**config.mk**
```make
export PLATFORM = sky130hd
export DESIGN_NAME = pci_top
export DESIGN_NICKNAME = d
export VERILOG_FILES = /design/src/logic/pci_pkg.sv /design/src/logic/pci_sync.sv /design/src/logic/pci_edge.sv /design/src/logic/pci_top.sv
export VERILOG_INCLUDE_DIRS = /design/src /design/src/logic
export SDC_FILE = /design/constraint.sdc
export NUM_CORES = 1
export LEC_CHECK = 0
export ABC_AREA = 1
export BUFFER_PORTS_ARGS = -buffer_cell sky130_fd_sc_hd__buf_2
export CAP_MARGIN = 20
export CORE_MARGIN = 1.5
export CORE_UTILIZATION = 43
export DETAILED_ROUTE_END_ITERATION = 7
export PLACE_DENSITY = 0.65
export SLEW_MARGIN = 5
export SYNTH_ARGS = -nofsm -noshare
export SYNTH_HDL_FRONTEND = slang
export SYNTH_SLANG_ARGS = --single-unit
```
**constraint.sdc**
```tcl
create_clock -name clk -period 4.7 [get_ports clk]
set_clock_uncertainty 0.2 [all_clocks]
set_input_delay 0.94 -clock clk [delete_from_list [all_inputs] [get_ports clk]]
set_output_delay 0.94 -clock clk [all_outputs]
set_load 0.02 [all_outputs]
```
**src/logic/pci_map.svh**
```systemverilog
// register offsets, reset values and field positions of the pin change interrupt block
`ifndef PCI_MAP_SVH
`define PCI_MAP_SVH
`define PCI_ADDR_W 3
`define PCI_OFF_RISE 3'h0
`define PCI_OFF_FALL 3'h1
`define PCI_OFF_FLAG 3'h2
`define PCI_OFF_CTRL 3'h3
`define PCI_OFF_IRQ_STAT 3'h4
`define PCI_OFF_IRQ_CLR 3'h5
`define PCI_OFF_IRQ_EN 3'h6
`define PCI_RST_RISE 8'h00
`define PCI_RST_FALL 8'h00
`define PCI_RST_FLAG 8'h00
`define PCI_RST_CTRL 2'h0
`define PCI_RST_IRQ 2'h0
`define PCI_CTRL_MASTER_EN 0
`define PCI_CTRL_SLEEP 1
`define PCI_CTRL_SUMMARY 2
`define PCI_IRQ_EDGE 0
`define PCI_IRQ_WAKE 1
`endif

```
**src/logic/pci_pkg.sv**
```systemverilog
// types shared by the pin change interrupt block
package pci_pkg;
  typedef logic [7:0] pci_byte_t;
  typedef logic [2:0] pci_addr_t;
  typedef enum logic [1:0] {
    PCI_RUN = 2'b00,
    PCI_SLEEP = 2'b01,
    PCI_WAKE = 2'b10
  } pci_power_e;
endpackage

```
**src/logic/pci_sync.sv**
```systemverilog
// two flip-flop synchroniser for the eight watched pins
module pci_sync (
  // clock and reset
  input wire logic clk,
  input wire logic rst_b,
  // pins in, synchronised pins out
  input wire pci_pkg::pci_byte_t watched_pin,
  output pci_pkg::pci_byte_t pin_sync
);
  pci_pkg::pci_byte_t stage1_reg;
  pci_pkg::pci_byte_t stage2_reg;

  // first stage feeds only the second
  always_ff @(posedge clk or negedge rst_b) begin
    if (!rst_b) begin
      stage1_reg <= 8'h00;
      stage2_reg <= 8'h00;
    end else begin
      stage1_reg <= watched_pin;
      stage2_reg <= stage1_reg;
    end
  end

  assign pin_sync = stage2_reg;
endmodule

```
**src/logic/pci_edge.sv**
```systemverilog
// per-pin rising and falling edge detector against the previous sample
module pci_edge (
  // clock and reset
  input wire logic clk,
  input wire logic rst_b,
  // synchronised pins and per-pin enables
  input wire pci_pkg::pci_byte_t pin_sync,
  input wire pci_pkg::pci_byte_t rise_en,
  input wire pci_pkg::pci_byte_t fall_en,
  // one-cycle pulse per enabled edge
  output pci_pkg::pci_byte_t edge_hit
);
  pci_pkg::pci_byte_t prev_reg;
  logic [1:0] warm_reg;
  logic primed;
  pci_pkg::pci_byte_t rise_w;
  pci_pkg::pci_byte_t fall_w;

  // wait three edges so synchroniser and previous sample hold real levels;
  // a pin idling high would otherwise look like a rise after reset
  always_ff @(posedge clk or negedge rst_b) begin
    if (!rst_b) begin
      prev_reg <= 8'h00;
      warm_reg <= 2'h0;
    end else begin
      prev_reg <= pin_sync;
      if (!primed) warm_reg <= warm_reg + 2'h1;
    end
  end
  assign primed = (warm_reg == 2'h3);

  // once primed, each transition is seen in exactly one cycle
  assign rise_w = pin_sync & ~prev_reg & {8{primed}};
  assign fall_w = ~pin_sync & prev_reg & {8{primed}};
  // independent per-pin gating, both enables give both edges
  assign edge_hit = (rise_w & rise_en) | (fall_w & fall_en);
endmodule

```
**src/logic/pci_top.sv**
```systemverilog
// pin change interrupt block: registers, flags, wake and interrupt outputs
//
// Design decisions made here: the register addresses and the strobed register port.
`include "pci_map.svh"
module pci_top (
  // clock and reset
  input wire logic clk,
  input wire logic rst_b,
  // watched port pins
  input wire pci_pkg::pci_byte_t watched_pin,
  // register port
  input wire pci_pkg::pci_addr_t reg_addr,
  input wire pci_pkg::pci_byte_t reg_wdata,
  input wire logic reg_wr,
  input wire logic reg_rd,
  output pci_pkg::pci_byte_t reg_rdata,
  // to the cpu interrupt controller and power control
  output logic change_int_summary_flag,
  output logic change_int_req,
  output logic wake_req,
  output logic irq
);
  pci_pkg::pci_byte_t rise_reg;
  pci_pkg::pci_byte_t fall_reg;
  pci_pkg::pci_byte_t flag_reg;
  pci_pkg::pci_byte_t flag_next;
  pci_pkg::pci_byte_t rdata_reg;
  pci_pkg::pci_byte_t rdata_next;
  pci_pkg::pci_byte_t pin_sync;
  pci_pkg::pci_byte_t edge_hit;
  logic master_en_reg;
  logic sleep_reg;
  logic [1:0] irq_stat_reg;
  logic [1:0] irq_stat_next;
  logic [1:0] irq_en_reg;
  logic [1:0] irq_ev;
  pci_pkg::pci_power_e power_reg;
  pci_pkg::pci_power_e power_next;

  // address decode
  wire wr_rise = reg_wr && (reg_addr == `PCI_OFF_RISE);
  wire wr_fall = reg_wr && (reg_addr == `PCI_OFF_FALL);
  wire wr_flag = reg_wr && (reg_addr == `PCI_OFF_FLAG);
  wire wr_ctrl = reg_wr && (reg_addr == `PCI_OFF_CTRL);
  wire wr_iclr = reg_wr && (reg_addr == `PCI_OFF_IRQ_CLR);
  wire wr_ien = reg_wr && (reg_addr == `PCI_OFF_IRQ_EN);
  wire any_edge = |edge_hit;

  pci_sync u_sync (
    .clk(clk),
    .rst_b(rst_b),
    .watched_pin(watched_pin),
    .pin_sync(pin_sync)
  );

  pci_edge u_edge (
    .clk(clk),
    .rst_b(rst_b),
    .pin_sync(pin_sync),
    .rise_en(rise_reg),
    .fall_en(fall_reg),
    .edge_hit(edge_hit)
  );

  // flags: software writes the byte, hardware set wins
  assign flag_next = (wr_flag ? reg_wdata : flag_reg) | edge_hit;

  // summary and interrupt request; master gates the request, not the summary
  assign change_int_summary_flag = |flag_reg;
  assign change_int_req = master_en_reg && change_int_summary_flag;

  // sleep state machine: wake only through the master enable
  always_comb begin
    power_next = power_reg;
    unique case (power_reg)
      pci_pkg::PCI_RUN: begin
        if (wr_ctrl && reg_wdata[`PCI_CTRL_SLEEP]) begin
          power_next = pci_pkg::PCI_SLEEP;
        end
      end
      pci_pkg::PCI_SLEEP: begin
        if (master_en_reg && any_edge) begin
          power_next = pci_pkg::PCI_WAKE;
        end
      end
      pci_pkg::PCI_WAKE: begin
        power_next = pci_pkg::PCI_RUN;
      end
      default: begin
        power_next = pci_pkg::PCI_RUN;
      end
    endcase
  end
  // wake pulse rises on the same edge as the flag update, so the flag is visible with it
  assign wake_req = (power_reg == pci_pkg::PCI_WAKE);

  // event status: set wins over the clear
  assign irq_ev[`PCI_IRQ_EDGE] = any_edge;
  assign irq_ev[`PCI_IRQ_WAKE] = wake_req;
  assign irq_stat_next = (irq_stat_reg & ~(wr_iclr ? reg_wdata[1:0] : 2'h0)) | irq_ev;
  assign irq = |(irq_stat_reg & irq_en_reg);

  // read mux, unmapped addresses read zero
  always_comb begin
    rdata_next = 8'h00;
    if (reg_rd) begin
      unique case (reg_addr)
        `PCI_OFF_RISE: rdata_next = rise_reg;
        `PCI_OFF_FALL: rdata_next = fall_reg;
        `PCI_OFF_FLAG: rdata_next = flag_reg;
        `PCI_OFF_CTRL: rdata_next = {5'h00, change_int_summary_flag, sleep_reg, master_en_reg};
        `PCI_OFF_IRQ_STAT: rdata_next = {6'h00, irq_stat_reg};
        `PCI_OFF_IRQ_EN: rdata_next = {6'h00, irq_en_reg};
        default: rdata_next = 8'h00;
      endcase
    end
  end
  assign reg_rdata = rdata_reg;

  // configuration registers; enables and flags clear on reset
  always_ff @(posedge clk or negedge rst_b) begin
    if (!rst_b) begin
      rise_reg <= `PCI_RST_RISE;
      fall_reg <= `PCI_RST_FALL;
      flag_reg <= `PCI_RST_FLAG;
    end else begin
      if (wr_rise) rise_reg <= reg_wdata;
      if (wr_fall) fall_reg <= reg_wdata;
      flag_reg <= flag_next;
    end
  end

  // control, power and interrupt registers
  always_ff @(posedge clk or negedge rst_b) begin
    if (!rst_b) begin
      master_en_reg <= 1'b0;
      power_reg <= pci_pkg::PCI_RUN;
      irq_stat_reg <= `PCI_RST_IRQ;
      irq_en_reg <= `PCI_RST_IRQ;
      rdata_reg <= 8'h00;
    end else begin
      if (wr_ctrl) master_en_reg <= reg_wdata[`PCI_CTRL_MASTER_EN];
      power_reg <= power_next;
      irq_stat_reg <= irq_stat_next;
      if (wr_ien) irq_en_reg <= reg_wdata[1:0];
      rdata_reg <= rdata_next;
    end
  end
  assign sleep_reg = (power_reg == pci_pkg::PCI_SLEEP);

  // assertions
  property p_rise_sets;
    @(posedge clk) disable iff (!rst_b)
    (pin_sync[0] && !$past(pin_sync[0]) && rise_reg[0] && $past(rst_b, 3)) |=> flag_reg[0];
  endproperty
  a_rise_sets: assert property (p_rise_sets) else $error("enabled rising edge did not set flag");

  property p_fall_sets;
    @(posedge clk) disable iff (!rst_b)
    (!pin_sync[0] && $past(pin_sync[0]) && fall_reg[0] && $past(rst_b, 3)) |=> flag_reg[0];
  endproperty
  a_fall_sets: assert property (p_fall_sets) else $error("enabled falling edge did not set flag");

  property p_no_edge_disabled;
    @(posedge clk) disable iff (!rst_b)
    (!rise_reg[1] && !fall_reg[1]) |-> !edge_hit[1];
  endproperty
  a_no_edge_disabled: assert property (p_no_edge_disabled) else $error("edge seen on disabled pin");

  property p_pin_to_flag;
    @(posedge clk) disable iff (!rst_b)
    ($rose(watched_pin[2]) && $past(rst_b) && rise_reg[2] && !wr_flag) ##1 (rise_reg[2] && !wr_flag) ##1
    (rise_reg[2] && !wr_flag) |-> ##[1:2] flag_reg[2];
  endproperty
  a_pin_to_flag: assert property (p_pin_to_flag) else $error("pin rise not flagged in time");

  property p_set_wins;
    @(posedge clk) disable iff (!rst_b)
    (wr_flag && reg_wdata[3] == 1'b0 && edge_hit[3]) |=> flag_reg[3];
  endproperty
  a_set_wins: assert property (p_set_wins) else $error("clear beat a coincident edge");

  property p_clear;
    @(posedge clk) disable iff (!rst_b)
    (wr_flag && reg_wdata == 8'h00 && edge_hit == 8'h00) |=> flag_reg == 8'h00;
  endproperty
  a_clear: assert property (p_clear) else $error("zero write did not clear flags");

  property p_summary;
    @(posedge clk) disable iff (!rst_b)
    change_int_summary_flag == (flag_reg != 8'h00);
  endproperty
  a_summary: assert property (p_summary) else $error("summary flag disagrees with pin flags");

  property p_req_gated;
    @(posedge clk) disable iff (!rst_b)
    (any_edge && !master_en_reg && !wr_ctrl) |=> (change_int_summary_flag && !change_int_req);
  endproperty
  a_req_gated: assert property (p_req_gated) else $error("request raised with master off");

  property p_req_on;
    @(posedge clk) disable iff (!rst_b)
    (any_edge && master_en_reg && !wr_ctrl) |=> change_int_req;
  endproperty
  a_req_on: assert property (p_req_on) else $error("no request for enabled edge");

  property p_wake;
    @(posedge clk) disable iff (!rst_b)
    (sleep_reg && master_en_reg && any_edge) |=> (wake_req && flag_reg != 8'h00) ##1 !sleep_reg;
  endproperty
  a_wake: assert property (p_wake) else $error("sleep edge did not wake with flag set");

  property p_no_wake;
    @(posedge clk) disable iff (!rst_b)
    (sleep_reg && !master_en_reg && !wr_ctrl) |=> !wake_req;
  endproperty
  a_no_wake: assert property (p_no_wake) else $error("woke with master disabled");

  property p_rise_off;
    @(posedge clk) disable iff (!rst_b)
    (pin_sync[4] && !$past(pin_sync[4]) && !rise_reg[4]) |-> !edge_hit[4];
  endproperty
  a_rise_off: assert property (p_rise_off) else $error("rising edge seen with rise enable off");

  property p_fall_off;
    @(posedge clk) disable iff (!rst_b)
    (!pin_sync[4] && $past(pin_sync[4]) && !fall_reg[4]) |-> !edge_hit[4];
  endproperty
  a_fall_off: assert property (p_fall_off) else $error("falling edge seen with fall enable off");

  property p_both;
    @(posedge clk) disable iff (!rst_b)
    (rise_reg[2] && fall_reg[2] && $changed(pin_sync[2]) && $past(rst_b, 3)) |-> edge_hit[2];
  endproperty
  a_both: assert property (p_both) else $error("both enables missed a change");

  property p_stable_no_edge;
    @(posedge clk) disable iff (!rst_b)
    $stable(pin_sync) |-> (edge_hit == 8'h00);
  endproperty
  a_stable_no_edge: assert property (p_stable_no_edge) else $error("edge seen on a steady pin");

  property p_flag_sticky;
    @(posedge clk) disable iff (!rst_b)
    (flag_reg[2] && !wr_flag) |=> flag_reg[2];
  endproperty
  a_flag_sticky: assert property (p_flag_sticky) else $error("flag dropped without a write");

  property p_no_spurious;
    @(posedge clk) disable iff (!rst_b)
    (!flag_reg[7] && !wr_flag && !edge_hit[7]) |=> !flag_reg[7];
  endproperty
  a_no_spurious: assert property (p_no_spurious) else $error("flag set with no enabled edge");

  property p_reset_vals;
    @(posedge clk) disable iff (!rst_b)
    !$past(rst_b) |-> (flag_reg == 8'h00 && fall_reg == 8'h00);
  endproperty
  a_reset_vals: assert property (p_reset_vals) else $error("flags or fall enables not zero after reset");

  property p_req_off;
    @(posedge clk) disable iff (!rst_b)
    !master_en_reg |-> !change_int_req;
  endproperty
  a_req_off: assert property (p_req_off) else $error("request with master off");

  property p_stat_edge;
    @(posedge clk) disable iff (!rst_b)
    any_edge |=> irq_stat_reg[`PCI_IRQ_EDGE];
  endproperty
  a_stat_edge: assert property (p_stat_edge) else $error("edge event not recorded in status");

  property p_sleep_entry;
    @(posedge clk) disable iff (!rst_b)
    (power_reg == pci_pkg::PCI_RUN && wr_ctrl && reg_wdata[`PCI_CTRL_SLEEP]) |=> sleep_reg;
  endproperty
  a_sleep_entry: assert property (p_sleep_entry) else $error("sleep write did not enter sleep");

  property p_wake_pulse;
    @(posedge clk) disable iff (!rst_b)
    wake_req |=> (!wake_req && !sleep_reg);
  endproperty
  a_wake_pulse: assert property (p_wake_pulse) else $error("wake pulse longer than one cycle");

  property p_wake_records;
    @(posedge clk) disable iff (!rst_b)
    wake_req |-> (flag_reg != 8'h00);
  endproperty
  a_wake_records: assert property (p_wake_records) else $error("woke before the flag was recorded");

  c_edge: cover property (@(posedge clk) disable iff (!rst_b) any_edge && master_en_reg);
  c_wake: cover property (@(posedge clk) disable iff (!rst_b) wake_req);
  c_race: cover property (@(posedge clk) disable iff (!rst_b) wr_flag && any_edge);
  c_irq: cover property (@(posedge clk) disable iff (!rst_b) irq);
  c_sleep_masked: cover property (@(posedge clk) disable iff (!rst_b) sleep_reg && !master_en_reg && any_edge);
endmodule

```
# Word-level counts from Yosys, hierarchy flattened
# Cells that the tools add are included.
# totals
register_bits,65
latchBits,0
ram_bits,0
mem_bits_ro,0
inputBits,23
output_inout_bits,12
wordCells,60
n_memories,0
# op_classes
addsub,1
multipliers,0
n_div,0
n_lt_le_gt_ge,0
eq_ne,11
shift,0
mux,7
bitwise_logic,14
n_reduce_logical,15
# ops
operator,count
8-bit bitwise AND,6
8-bit case mux with 6 select lines,1
8-bit two-way mux,2
8-bit inverter,2
8-bit bitwise OR,2
8-bit OR reduction,2
3-bit equality test (second input constant),3
1-bit logical AND,9
3-bit by 2-bit equality test with 1-bit output (second input constant),2
2-bit two-way mux,3
2-bit bitwise AND,2
2-bit equality test (second input constant),2
2-bit case mux with 2 select lines,1
3-bit by 1-bit equality test with 1-bit output (second input constant),1
3-bit zero test,1
2-bit by 1-bit adder with 2-bit output (second input constant),1
2-bit by 1-bit equality test with 1-bit output (second input constant),1
2-bit zero test,1
2-bit by 1-bit != test with 1-bit output (second input constant),1
2-bit != test (second input constant),1
2-bit inverter,1
2-bit bitwise OR,1
2-bit AND reduction,1
2-bit OR reduction,1

# Depth between registers and ports, before layout
# logic_depth
ltp_word,9
depth_mapped,10
depth_no_buf,10

# Hierarchy
# A second synthesis with hierarchy kept.
# hier_totals
cells_unflattened,292
area_unflattened_um2,2768.9
# modules_own_cells
mod,n_inst,cells_per_inst,area_per_inst_um2
pci_top,1,219,1863.0
pci_edge,1,57,505.5
pci_sync,1,16,400.4

# Worst setup path after synthesis
# Ideal clock, no wire load.
# synth_path
kind,input to register
from,input port reg_addr[2]
to,register fall_reg[6]
setup_time_ps,117
arrival_ps,1733
slack_ps,2650
stages,6
cell_sequence,buf_6 > nor3_4 > nand2_4 > buf_6 > nand2_2 > o21ai_2
# synth_via
elab_chain_len,2
# synth_lines
item,line,rtl
from (decl),pci_top.sv:12,"input wire pci_pkg::pci_addr_t reg_addr,"
3-bit by 1-bit equality test with 1-bit output,n/a,
1-bit logical AND,pci_top.sv:42,wire wr_fall = reg_wr && (reg_addr == `PCI_OFF_FALL);
to (signal assigned),pci_top.sv:124,fall_reg <= `PCI_RST_FALL;
to (signal assigned),pci_top.sv:128,if (wr_fall) fall_reg <= reg_wdata;
to (decl),pci_top.sv:24,pci_pkg::pci_byte_t fall_reg;
# Every way passes these cells.
# A chain may end at the register's enable or synchronous reset.

# Worst setup path in the final report
# layout_path
from,register flag_reg[7]
to,output port change_int_req
# layout_via
elab_chain_len,2
# layout_lines
item,line,rtl
from (decl),pci_top.sv:25,pci_pkg::pci_byte_t flag_reg;
from (signal assigned),pci_top.sv:125,flag_reg <= `PCI_RST_FLAG;
from (signal assigned),pci_top.sv:129,flag_reg <= flag_next;
8-bit OR reduction,pci_top.sv:69,assign change_int_summary_flag = |flag_reg;
1-bit logical AND,pci_top.sv:70,assign change_int_req = master_en_reg && change_int_summary_flag;
to (decl),pci_top.sv:19,"output logic change_int_req,"
# Every way passes these cells.

==> metrics.md <==
| Metric | Value |
|---|---|
| CTS tree | yes |
| Root Buffer | clkbuf_8 |
| Crit path kind | reg2out |
| Total number of yosys warnings | 0 |
| FFs w/ async S/R, synth | 1.00 |
| Die Y | 83.0 um |
| Initial DRT Pass Iterations | 4 |
| Die ar. | 6880 um^2 |
| Post-CTS Setup Bufs | 0 |
| Hold Path Depth | 0 |
| Post-CTS Resized | 0 |
| EDFF count, synth | 0 |
| Relative slew slack | 0.672 |
| Final #Nets | 355 |
| PortBufs | 34 |
| Area Overhead vs Synth | 16.6% |
| Final Hold Viols | 0 |
| Critical Path Start | flag_reg[7] |
| Row Count | 28 |
| Vias/cell | 4.90 |
| Vias | roughly 2000 |
| Max IR drop VDD | between 0.0002 and 0.00025 V |
| Seq/Total Area, Yosys | 0.592 |
| Max layer used | met4 |
| First-pass GRT wire length | 9690 um |
| Crit path launch type | flip-flop |
| Pre-CTS WS | 2.41 ns |
| P per Cell Area | ~420 nW/um^2 |
| Num CTS Buffers | 9 |
| Std-Cell Core Area | roughly 6000 um^2 |
| Cells after Synth | 290 |
| Class of the tightest hold or removal check | reg2reg |
| Flop-to-flop setup slack | 2.90 ns |
| CTS Hold Bufs | 0 |
| Fill cells | between 500 and 600 |
| HP Start | u_sync.stage1_reg[6] |
| Routed wl met2 | 2510 um |
| Count leader, synth | nand2_1 |
| Int Power | 992 uW |
| CP Max Fanout | 3 |
| Post-synth top cells | nand2_1, dfrtp_1, inv_1 |
| Netlist cell types | 26 |
| Later-pin clock latency in the skew report | 0.34 ns |
| Post-Layout Cell Count | 411 |
| R2R Path Start | u_edge.warm_reg[0] |
| Final Max Tran Viols | 0 |
| Period utilisation layout | 0.528 |
| Chip width | approximately 83 um |
| Mapped Nets | 314 |
| R2r endpoint | power_reg[0] |
| DR DRC count | 0 |
| Top_reg_cell synth | dfrtp_1 |
| Final GP Congestion | 0.898 |
| Synth Register Bits | 65 |
| Logic pwr share | 0.122 |
| Antenna viol nets, final | 0 |
| Largest net degree at the start of global routing | 46 |
| Top cell type's share of synthesized area | 0.592 |
| GRT Overall Usage | 0.180 |
| Clock share of power | 0.388 |
| CP required | 3.56 ns |
| Clk pin slew, worst setup/hold paths | approximately 0.07 ns |
| Outcome | complete, no violations |
| Initial antenna violation count | 0 |
| Sequential Power Share | 0.490 |
| Switching pwr | around 360 uW |
| Routed wl met3 | 277 um |
| Fin crit period | 2.48 ns |
| Largest cells by area after synthesis | dfrtp_1, nand2_1, inv_1, nand3_1, o211ai_1 |
| Synth Area per Inst | 9.48 um^2 |
| Vias in the first global route | 2100 |
| HPWL after detailed placement | 3990 um |
| Worst r2r path cells | 8 |
| Final setup vio count | 0 |
| Max H-tree Level | 3 |
| GRT overflow | 0 |
| Antenna Diode Count | 0 |
| Setup TNS | 0 ns |
| Drt total wl | about 5600 um |
| Leakage Power | between 1.5 and 2 nW |
| Routed length on met1 | 2720 um |
| Initial core utilization | 0.454 |
| Io pins | 35 |
| Switching share of total power | 0.264 |
| Dominant cell type by area after synthesis | dfrtp_1 |
| Critical Path Sink Type | output port |
| Worst Tran Pin Value | 0.492 ns |
| Setup WS post-layout | about 2.2 ns |
| RSZ-0062 raised after global routing | false |
| Max_cap viols | 0 |
| Min-Delay Endpoint | u_sync.pin_sync[6] |
| Fmax achieved | just over 0.4 GHz |
| Post-Syn Area | 2750 um^2 |
| Num Clock Sinks | 65 |
| Layout cell share with drive strength beyond 1 | 0.208 |
| Worst path arrival time | 1.34 ns |
| Wire per inst | 13.6 um |
| Iter 0 DRT Violations | 122 |
| Placed Cells | about 390 |
| Longest Clk Path Bufs | 2 |
==> worst max-delay path by stage <==
stage,to,cells after the start
2_1_floorplan,fall_reg[6],6
4_1_cts,change_int_req,5
3_3_place_gp,rise_reg[4],2
5_1_grt,change_int_req,5
6_report,change_int_req,5
3_5_place_dp,fall_reg[0],5
==> through the flow <==
stage	hold WS, ns	power (mW)	cell area, um^2	utilization
after detailed placement	0.136	0.835	2970	0.489
after global placement	0.132	0.829	2970	0.489
after global routing	0.153	1.41	3210	0.529
after floorplan	0.131	0.768	2750	-
after CTS	0.152	1.36	3190	0.526
final	0.150	1.35	3210	0.529
==> cell usage in the layout, fill, tap and decap left out, drive strengths merged, types with 3 or more instances in the layout <==
cell,n
o21ai,25
o211ai,11
nand3,20
o22ai,3
nand2,93
inv,45
buf,36
dfrtp,65
clkbuf,11
clkinv,3
nor2,11
==> per-layer routing <==
metal / vias up / GRT usage
met4: 0 / 0.0909
li1: 1002 / -
met5: - / 0
met1: 950 / 0.240
met3: 8 / 0.0656
met2: 53 / 0.259
==> final cells by class <==
type | count | area [um^2] | share of cell area
Tap cell | 75 | 93.8 | 0.0293
Inverter | 45 | 169 | 0.0527
Multi-Input combinational cell | 174 | 898 | 0.280
Timing Repair Buffer | 36 | 198 | 0.0617
Clock buffer | 11 | 141 | 0.0441
Clock inverter | 5 | 78.8 | 0.0246
Sequential cell | 65 | 1630 | 0.507
==> power groups by stage <==
stage | clock network [mW] | registers, mW | logic [mW]
after detailed placement | 0 | 0.671 | 0.164
final | 0.523 | 0.661 | 0.164
after global routing | 0.560 | 0.667 | 0.188
after global placement | 0 | 0.669 | 0.160
after floorplan | 0 | 0.662 | 0.106
after CTS | 0.533 | 0.660 | 0.165
==> cell families (layout without fill, tap and decap cells) <==
family | count (synthesis) | after routing | synth area share
XOR/XNOR | 1 | 1 | 0.00319
AO/OA/AOI/OAI | 43 | 43 | 0.106
adder cells (fa/ha/maj) | 1 | 1 | 0.00455
multiplexers | 1 | 1 | 0.00410
flip-flops | 65 | 65 | 0.592
buffers and inverters | 51 | 97 | 0.0815
AND/OR/NAND/NOR | 128 | 128 | 0.209
==> critical path: stages, from the launching register on <==
cell	delay (ns)
dfrtp_1	0.40
nor2_1	0.10
nand3_1	0.08
nor2_1	0.20
nor2_1	0.06
buf_2	0.16
(Power assumes the default switching activity.)
